`src/inc/chrs_pkg.sv`:
```
`default_nettype none
package chrs_pkg;
    // Function selector, first command data byte
    localparam logic [7:0] FN_HASH = 8'h01;
    localparam logic [7:0] FN_RNG = 8'h02;
    localparam logic [7:0] FN_SIGN = 8'h03;
    // Sub-operation codes
    localparam logic [7:0] SUB_INIT = 8'h01;
    localparam logic [7:0] SUB_UPDATE = 8'h02;
    localparam logic [7:0] SUB_FINAL = 8'h03;
    localparam logic [7:0] SUB_ONESHOT = 8'h04;
    // Algorithms and key store size
    localparam logic [7:0] ALG_SHA256 = 8'h01;
    localparam logic [7:0] ALG_SHA384 = 8'h02;
    localparam logic [7:0] ALG_ECDSA = 8'h00;
    localparam logic [7:0] KEY_COUNT = 8'h05;
    // Source and destination codes
    localparam logic [7:0] SRC_CMDBUF = 8'h00;
    localparam logic [7:0] SRC_INT_MAX = 8'h0f;
    // Result sizes and limits
    localparam logic [7:0] DIG256_BYTES = 8'h20;
    localparam logic [7:0] DIG384_BYTES = 8'h30;
    localparam logic [7:0] RNG_MAX = 8'h80;
    localparam logic [7:0] SIG_BYTES = 8'h40;
    // Status codes
    localparam logic [7:0] ST_OK = 8'h00;
    localparam logic [7:0] ST_REFUSED = 8'h9d;
    localparam logic [7:0] ST_ABORTED = 8'hca;
    localparam logic [7:0] ST_PARAM = 8'h9e;
    localparam logic [7:0] ST_LENGTH = 8'h7e;

    typedef struct packed {
        logic [7:0] func;
        logic [7:0] subop;
        logic [7:0] alg;
        logic [7:0] key;
        logic [7:0] src;
        logic [7:0] len;
        logic [7:0] dst;
    } chrs_job_t;

    typedef struct packed {
        logic valid;
        logic [7:0] data;
        logic last;
    } chrs_byte_t;
endpackage
`default_nettype wire

```
`src/hw/chrs_parser.sv`:
```
`timescale 1ns/1ns
`default_nettype none
module chrs_parser #(
    parameter int NKEYS = 5
) (
    // Clock and reset
    input wire logic mclk,
    input wire logic rst,
    // Command byte stream from the serial target
    input wire chrs_pkg::chrs_byte_t cmd_in,
    output logic cmd_ready,
    // Key store usage marks
    input wire logic [NKEYS-1:0] key_sign_mark,
    // Crypto engine side
    output chrs_pkg::chrs_job_t job,
    output chrs_pkg::chrs_byte_t eng_data,
    output logic eng_req,
    output logic eng_abort,
    input wire logic eng_done,
    input wire logic sign_clear,
    input wire chrs_pkg::chrs_byte_t res_in,
    output logic res_ready,
    // Response towards the serial target
    output chrs_pkg::chrs_byte_t rsp,
    output logic status_valid,
    output logic [7:0] status_code,
    // Context state
    output logic hash_active,
    output logic sign_active
);
    if (NKEYS < 1 || NKEYS > int'(chrs_pkg::KEY_COUNT)) begin : g_chk
        $error("NKEYS out of range");
    end

    typedef enum logic [3:0] {
        S_FUNC, S_SUBOP, S_ALG, S_KEY, S_SRC, S_LEN, S_DATA, S_DST,
        S_COUNT, S_DRAIN, S_EXEC, S_RESP, S_STAT
    } chrs_state_t;

    chrs_state_t state, next_state, end_st;
    logic [7:0] code, next_code, hash_alg, rsp_left;
    logic [7:0] held;
    logic held_vld, take, ctx_any, need_dst, dst_ok, key_ok;
    logic [255:0] mark_ext;
    logic [7:0] b;

    assign take = cmd_in.valid && cmd_ready;
    assign b = cmd_in.data;
    assign ctx_any = hash_active || sign_active;
    assign need_dst = job.func == chrs_pkg::FN_RNG ||
        (job.func == chrs_pkg::FN_HASH &&
        (job.subop == chrs_pkg::SUB_FINAL ||
        job.subop == chrs_pkg::SUB_ONESHOT));
    assign dst_ok = b <= chrs_pkg::SRC_INT_MAX;
    assign mark_ext = 256'(key_sign_mark);
    assign key_ok = mark_ext[b];
    assign end_st = cmd_in.last ? S_STAT : S_DRAIN;

    always_comb begin
        next_state = state;
        next_code = code;
        unique case (state)
            S_FUNC: if (take) begin
                if (cmd_in.last) begin
                    next_code = chrs_pkg::ST_LENGTH;
                    next_state = S_STAT;
                end else if (b == chrs_pkg::FN_RNG) begin
                    if (ctx_any) begin
                        next_code = chrs_pkg::ST_ABORTED;
                        next_state = S_DRAIN;
                    end else begin
                        next_state = S_COUNT;
                    end
                end else if (b == chrs_pkg::FN_HASH ||
                        b == chrs_pkg::FN_SIGN) begin
                    next_state = S_SUBOP;
                end else begin
                    next_code = chrs_pkg::ST_PARAM;
                    next_state = S_DRAIN;
                end
            end
            S_SUBOP: if (take) begin
                next_state = end_st;
                if (ctx_any && (job.func != (hash_active ?
                        chrs_pkg::FN_HASH : chrs_pkg::FN_SIGN) ||
                        b == chrs_pkg::SUB_INIT ||
                        b == chrs_pkg::SUB_ONESHOT)) begin
                    next_code = chrs_pkg::ST_ABORTED;
                end else if (job.func == chrs_pkg::FN_SIGN) begin
                    if (b != chrs_pkg::SUB_INIT) begin
                        next_code = chrs_pkg::ST_PARAM;
                    end else if (cmd_in.last) begin
                        next_code = chrs_pkg::ST_LENGTH;
                    end else begin
                        next_state = S_ALG;
                    end
                end else if (b == chrs_pkg::SUB_INIT ||
                        b == chrs_pkg::SUB_ONESHOT) begin
                    if (cmd_in.last) begin
                        next_code = chrs_pkg::ST_LENGTH;
                    end else begin
                        next_state = S_ALG;
                    end
                end else if (b == chrs_pkg::SUB_UPDATE ||
                        b == chrs_pkg::SUB_FINAL) begin
                    if (!hash_active) begin
                        next_code = chrs_pkg::ST_REFUSED;
                    end else if (cmd_in.last) begin
                        next_code = chrs_pkg::ST_LENGTH;
                    end else begin
                        next_state = S_SRC;
                    end
                end else begin
                    next_code = chrs_pkg::ST_PARAM;
                end
            end
            S_ALG: if (take) begin
                next_state = end_st;
                if (job.func == chrs_pkg::FN_SIGN ?
                        b != chrs_pkg::ALG_ECDSA :
                        (b != chrs_pkg::ALG_SHA256 &&
                        b != chrs_pkg::ALG_SHA384)) begin
                    next_code = chrs_pkg::ST_PARAM;
                end else if (cmd_in.last) begin
                    next_code = chrs_pkg::ST_LENGTH;
                end else begin
                    next_state = job.func == chrs_pkg::FN_SIGN ?
                        S_KEY : S_SRC;
                end
            end
            S_KEY: if (take) begin
                next_state = end_st;
                if (b >= 8'(NKEYS)) begin
                    next_code = chrs_pkg::ST_PARAM;
                end else if (!key_ok) begin
                    next_code = chrs_pkg::ST_REFUSED;
                end else if (cmd_in.last) begin
                    next_code = chrs_pkg::ST_LENGTH;
                end else begin
                    next_state = S_SRC;
                end
            end
            S_SRC: if (take) begin
                next_state = end_st;
                if (!dst_ok) begin
                    next_code = chrs_pkg::ST_PARAM;
                end else if (cmd_in.last) begin
                    // Empty raw data is legal only with no trailing byte
                    if (b != chrs_pkg::SRC_CMDBUF || need_dst) begin
                        next_code = chrs_pkg::ST_LENGTH;
                    end else begin
                        next_state = S_EXEC;
                    end
                end else begin
                    next_state = b == chrs_pkg::SRC_CMDBUF ?
                        S_DATA : S_LEN;
                end
            end
            S_LEN: if (take) begin
                next_state = end_st;
                if (cmd_in.last == need_dst) begin
                    next_code = chrs_pkg::ST_LENGTH;
                end else begin
                    next_state = cmd_in.last ? S_EXEC : S_DST;
                end
            end
            S_DATA: if (take && cmd_in.last) begin
                if (need_dst && !dst_ok) begin
                    next_code = chrs_pkg::ST_PARAM;
                    next_state = S_STAT;
                end else begin
                    next_state = S_EXEC;
                end
            end
            S_COUNT: if (take) begin
                next_state = end_st;
                if (b == 8'h00 || b > chrs_pkg::RNG_MAX) begin
                    next_code = chrs_pkg::ST_REFUSED;
                end else if (cmd_in.last) begin
                    next_code = chrs_pkg::ST_LENGTH;
                end else begin
                    next_state = S_DST;
                end
            end
            S_DST: if (take) begin
                next_state = end_st;
                if (!dst_ok) begin
                    next_code = chrs_pkg::ST_PARAM;
                end else if (!cmd_in.last) begin
                    next_code = chrs_pkg::ST_LENGTH;
                end else begin
                    next_state = S_EXEC;
                end
            end
            S_DRAIN: if (take && cmd_in.last) begin
                next_state = S_STAT;
            end
            S_EXEC: if (eng_done) begin
                next_state = rsp_left != 8'h00 ? S_RESP : S_STAT;
            end
            S_RESP: if (res_in.valid && res_ready && rsp_left == 8'h01) begin
                next_state = S_STAT;
            end
            S_STAT: begin
                next_state = S_FUNC;
                next_code = chrs_pkg::ST_OK;
            end
        endcase
    end

    always_ff @(posedge mclk) begin
        if (rst) begin
            state <= S_FUNC;
            code <= chrs_pkg::ST_OK;
            cmd_ready <= 1'b0;
            res_ready <= 1'b0;
        end else begin
            state <= next_state;
            code <= next_code;
            // Stall the host while the engine works or results stream
            cmd_ready <= next_state != S_EXEC && next_state != S_RESP &&
                next_state != S_STAT;
            res_ready <= next_state == S_RESP;
        end
    end

    // Field capture
    always_ff @(posedge mclk) begin
        if (rst) begin
            job <= '0;
        end else if (take) begin
            unique case (state)
                S_FUNC: begin
                    job <= '0;
                    job.func <= b;
                end
                S_SUBOP: begin
                    job.subop <= b;
                    job.alg <= hash_alg;
                end
                S_ALG: job.alg <= b;
                S_KEY: job.key <= b;
                S_SRC: job.src <= b;
                S_LEN, S_COUNT: job.len <= b;
                S_DST: job.dst <= b;
                S_DATA: if (cmd_in.last && need_dst) begin
                    job.dst <= b;
                end
                default: ;
            endcase
        end
    end

    // Raw data: one-byte delay when a destination byte trails the data
    always_ff @(posedge mclk) begin
        if (rst) begin
            eng_data <= '0;
            held <= 8'h00;
            held_vld <= 1'b0;
        end else begin
            eng_data <= '0;
            if (state == S_FUNC) begin
                held_vld <= 1'b0;
            end
            if (state == S_DATA && take) begin
                if (!need_dst) begin
                    eng_data <= '{1'b1, b, cmd_in.last};
                end else if (cmd_in.last) begin
                    eng_data <= '{held_vld, held, held_vld};
                    held_vld <= 1'b0;
                end else begin
                    eng_data <= '{held_vld, held, 1'b0};
                    held <= b;
                    held_vld <= 1'b1;
                end
            end
        end
    end

    // Engine handshake and result streaming
    always_ff @(posedge mclk) begin
        if (rst) begin
            eng_req <= 1'b0;
            eng_abort <= 1'b0;
            rsp_left <= 8'h00;
            rsp <= '0;
            status_valid <= 1'b0;
            status_code <= chrs_pkg::ST_OK;
        end else begin
            eng_req <= next_state == S_EXEC && state != S_EXEC;
            eng_abort <= state < S_DRAIN &&
                (next_state == S_DRAIN || next_state == S_STAT);
            rsp <= '0;
            if (next_state == S_EXEC && state != S_EXEC) begin
                rsp_left <= 8'h00;
                // The destination byte is being taken on this very edge
                if (b == chrs_pkg::SRC_CMDBUF && need_dst) begin
                    if (job.func == chrs_pkg::FN_RNG) begin
                        rsp_left <= job.len;
                    end else begin
                        rsp_left <= job.alg == chrs_pkg::ALG_SHA384 ?
                            chrs_pkg::DIG384_BYTES :
                            chrs_pkg::DIG256_BYTES;
                    end
                end
            end else if (res_in.valid && res_ready) begin
                rsp <= '{1'b1, res_in.data, rsp_left == 8'h01};
                rsp_left <= rsp_left - 8'h01;
            end
            status_valid <= state == S_STAT;
            status_code <= state == S_STAT ? code : chrs_pkg::ST_OK;
        end
    end

    // Multipart context, held across commands
    always_ff @(posedge mclk) begin
        if (rst) begin
            hash_active <= 1'b0;
            hash_alg <= chrs_pkg::ALG_SHA256;
            sign_active <= 1'b0;
        end else begin
            if (state == S_EXEC && eng_done &&
                    job.func == chrs_pkg::FN_HASH) begin
                if (job.subop == chrs_pkg::SUB_INIT) begin
                    hash_active <= 1'b1;
                    hash_alg <= job.alg;
                end else if (job.subop == chrs_pkg::SUB_FINAL) begin
                    hash_active <= 1'b0;
                end
            end
            if (state == S_EXEC && eng_done &&
                    job.func == chrs_pkg::FN_SIGN) begin
                sign_active <= 1'b1;
            end else if (sign_clear) begin
                sign_active <= 1'b0;
            end
        end
    end
endmodule // chrs_parser
`default_nettype wire

```
`config.mk`:
```
export PLATFORM = sky130hd
export DESIGN_NAME = chrs_parser
export DESIGN_NICKNAME = d
export VERILOG_FILES = /design/src/inc/chrs_pkg.sv /design/src/hw/chrs_parser.sv
export SDC_FILE = /design/constraint.sdc
export NUM_CORES = 1
export LEC_CHECK = 0
export BUFFER_PORTS_ARGS = -buffer_cell sky130_fd_sc_hd__buf_4
export CORE_AREA = 4 4 116 118
export CTS_BUF_LIST = sky130_fd_sc_hd__clkbuf_8
export CTS_CLUSTER_SIZE = 10
export DETAILED_ROUTE_END_ITERATION = 10
export DIE_AREA = 0 0 120 122
export HOLD_SLACK_MARGIN = 0.03
export PLACE_DENSITY = 0.83
export REMOVE_ABC_BUFFERS = 1
export SLEW_MARGIN = 10
export SYNTH_ARGS = -nofsm -noshare
export SYNTH_HDL_FRONTEND = slang
export SYNTH_SLANG_ARGS = --single-unit
```
`constraint.sdc`:
```
create_clock -name mclk -period 3.3 [get_ports mclk]
set_input_delay 0 -clock mclk [delete_from_list [all_inputs] [get_ports mclk]]
set_output_delay 0 -clock mclk [all_outputs]
set_load 0.02 [all_outputs]
```
==> impl_results.md <==
* Die Y at 122 um
* WHS Path Cells at 5
* Post-Route WL at 19750 um
* Max Freq at 326.5 MHz
* EDFF count, synth at 0
* Worst Reg-to-Reg Cells at 13
* Synth Area in XOR/XNOR at 1.791%
* CP arrival at 3.41 ns
* Compound-gate portion of the synthesized area at 20.90%
* Post-synth top area share at 40.31%
* GRT overflow at 0
* Max Cap Violations at 0
* Dominant cell type by area after synthesis: dfxtp_1
* Total Power at 5.503 mW
* First-pass GRT wire length at 31280 um
* Reg-to-reg critical path startpoint: job[47]
* Final Hold Viols at 0
* Detailed-placement wirelength estimate at 13580 um
* # H-tree levels at 4
* Residual antenna-violating net count after detailed routing at 0
* Startpoint types: register
* Synth warn at 0
* # IOs at 120
* Largest net degree at the start of global routing at 72
* Post-Synthesis Cell Area at 6357 sq um
* ANT cells at 0
* Synth unique cells at 79
* Setup CP Type: register to register
* Final setup viols at 0
* Asr flop ratio synth at 0%
* Initial Utilization at 51.00%
* Register bit total from synthesis at 128
* Final min period at 3.062 ns
* Worst Setup End Kind: register
* Drt wl/cell at 18.07 um
* Internal reg-to-reg setup slack at 0.24 ns
* Clock tree from TritonCTS: yes
* Final cell count without fillers at 1093
* Commonest non-fill, non-tap cell in the layout: buf_4
* # placed instances at 1039
* Root buf cell: clkbuf_8
* Power Density at 682.9 nW/um^2
* CP max FO at 12
* Hold Slack at 0.07058 ns
* Clk slew on worst S/H paths at 0.08 ns
* Simple-Gate Fraction of Synth Area at 26.77%
* Sequential share of power at 34.7%
* Clk network pwr share at 21.2%
* R2R Path End: rsp_left[0]
* Sink of the worst hold path: sign_active
* Worst skew pair latency at 0.46 ns
* Ys flop type: dfxtp_1
* Mux cell area share after synthesis at 5.058%
* Final worst slack at 0.2376 ns
* Max Root-Sink Buffers at 2
* Power Internal at 3.218 mW
* Vias in the first global route at 6084
* Most frequent cells in the layout: 151 x buf_4, 128 x dfxtp_1, 98 x nor2_1
* DP Area at 7475 sq um
* Gate Count Post-Synth at 770
* Worst-margin pin slew at 0.9205 ns
* Comb power frac at 44.0%
* Number of buffers created by CTS at 17
* Design Area, Final at 8059 sq um
* Site row count at 41
* Fin crit share at 92.80%
* Die width at 120 um
* Net Switching at 2.285 mW
* Switch share at 41.52%
* Max Clock Skew at 0.01473 ns
* RePlAce Congestion at 0.9847
* Share of cells above drive strength 1 at 23.02%
* Layout Nets at 941
* Adder-Cell Fraction of Synth Area at 0.9447%
* Worst VDD drop at 383.8 uV
* Via count at 6415
* GRT Util Overall at 26.73%
* Buffers on Ports at 118
* Critical Path RT at 3.65 ns
* Min-delay worst type: input port to register
* Setup WS pre-CTS at 0.1322 ns
* First-iteration detailed-routing DRC count at 606
* Avg Inst Size Synth at 8.256 sq um
* Main combinational cell family by area after synthesis: simple AND/OR/NAND/NOR gates
* Detailed-router iteration count before antenna repair at 5
* Leakage Power at 3.261 nW
* Synth area leaders: dfxtp_1 40%, nor2_1 5.8%, a21oi_1 5.0%, nand2_1 4.9%, mux2i_1 4.9%
* Clock sink total at 128
* Worst hold path startpoint: eng_done
* Initial antenna violation count at 0
* Syn-to-layout area delta at 26.77%
* Slew Limit Fails at 0
* Core area at 12470 sq um
* Die area at 14640 sq um
* Vias per inst at 5.869
* Status: finished, final reports clean
* Drt drc at 0
* Fraction of the yosys area taken by sequential cells at 40.31%
* Slew HR at 38.16%
==> layout make-up <==
type                       instances  area [sq um]
clock buffer                      18         247.7
clock inverter                    14         95.09
fill                            1032          4407
inverter                          12         45.04
multi-input combinational        577          3540
sequential                       128          2562
tap                              172         215.2
timing repair buffer             172          1354
==> worst max-delay path, stage by stage, from the launching register on <==
cell and delay [ns]:
dfxtp_1 0.34, nor3_1 0.35, o211ai_1 0.17, a21oi_2 0.20, ha_1 0.29, xnor2_1 0.14, o21ai_0 0.18, a21o_1 0.14
a31oi_1 0.08, a311oi_1 0.24, a21o_2 0.26, nand4_4 0.21, buf_12 0.22, mux2i_1 0.12
==> power by group through the flow <==
stage	logic [mW]	registers [mW]	clock network (mW)
2_1_floorplan	1.37	2.02	0
3_3_place_gp	2.30	1.93	0
3_5_place_dp	2.32	1.93	0
4_1_cts	2.35	1.90	1.18
5_1_grt	2.61	1.93	1.25
6_report	2.42	1.91	1.17
==> repair_timing <==
| item | CTS | global route |
|---|---|---|
| hold endpoints to repair | 82 | 0 |
| buffers inserted | 0 | 2 |
| gates resized for setup | 0 | 3 |
| hold buffers | 20 | 0 |
| endpoints found under the setup margin | 0 | 19 |
==> synthesized netlist by cell type (6+ instances only) <==
cell type and n:
nand2b_1 15, o31ai_1 6, a21oi_1 63, nor2b_1 6, a211oi_1 15, or4_1 7
xnor2_1 6, inv_1 11, a311oi_1 6, o21ai_0 18, nor4_1 7, mux2i_1 31
or3_1 9, nor2_1 98, and3_1 14, nor3_1 13, nand2_1 83, and2_1 15
clkbuf_1 35, xor2_1 7, buf_2 11, nand3_1 42, a22oi_1 25, dfxtp_1 128
==> registers in the layout (all words and copies together), names as in the netlist <==
signal        count
cmd_ready         1
code              8
eng_abort         1
eng_data         10
eng_req           1
hash_active       1
hash_alg          8
held              8
held_vld          1
job              56
res_ready         1
rsp              10
rsp_left          8
sign_active       1
state             4
status_code       8
status_valid      1
==> through the flow <==
step | TNS (ns) | utilization [%]
after global placement | 0 | 59.96
after detailed placement | 0 | 59.96
final | 0 | 64.65
after CTS | 0 | 64.32
after global routing | -0.003215 | 64.65
after floorplan | -3.155 | -
==> worst max-delay path by stage <==
| stage | startpoint | to | slack, ns |
|---|---|---|---|
| after detailed placement | job[55] | rsp[5] | 0.13 |
| after CTS | job[55] | rsp[6] | 0.06 |
| after global routing | job[47] | rsp_left[7] | -0.003 |
| after floorplan | job[48] | rsp[1] | -0.20 |
| after global placement | job[55] | rsp[8] | 0.18 |
| final | job[47] | rsp_left[0] | 0.24 |
==> metal layers <==
metal	vias up	track usage, %	routed length (um)
met4	0	10.81	524
met3	49	6.592	1699
met2	298	44.33	9474
met1	3018	33.44	8053
li1	3050	-	-
met5	-	0	0
==> cells by family after synthesis <==
family	Yosys count
AND/OR/NAND/NOR	337
AO/OA/AOI/OAI	190
flip-flops	128
buffers and inverters	65
multiplexers	32
XOR/XNOR	13
adder cells (fa/ha/maj)	5
Power figures use the tool's default switching activity.
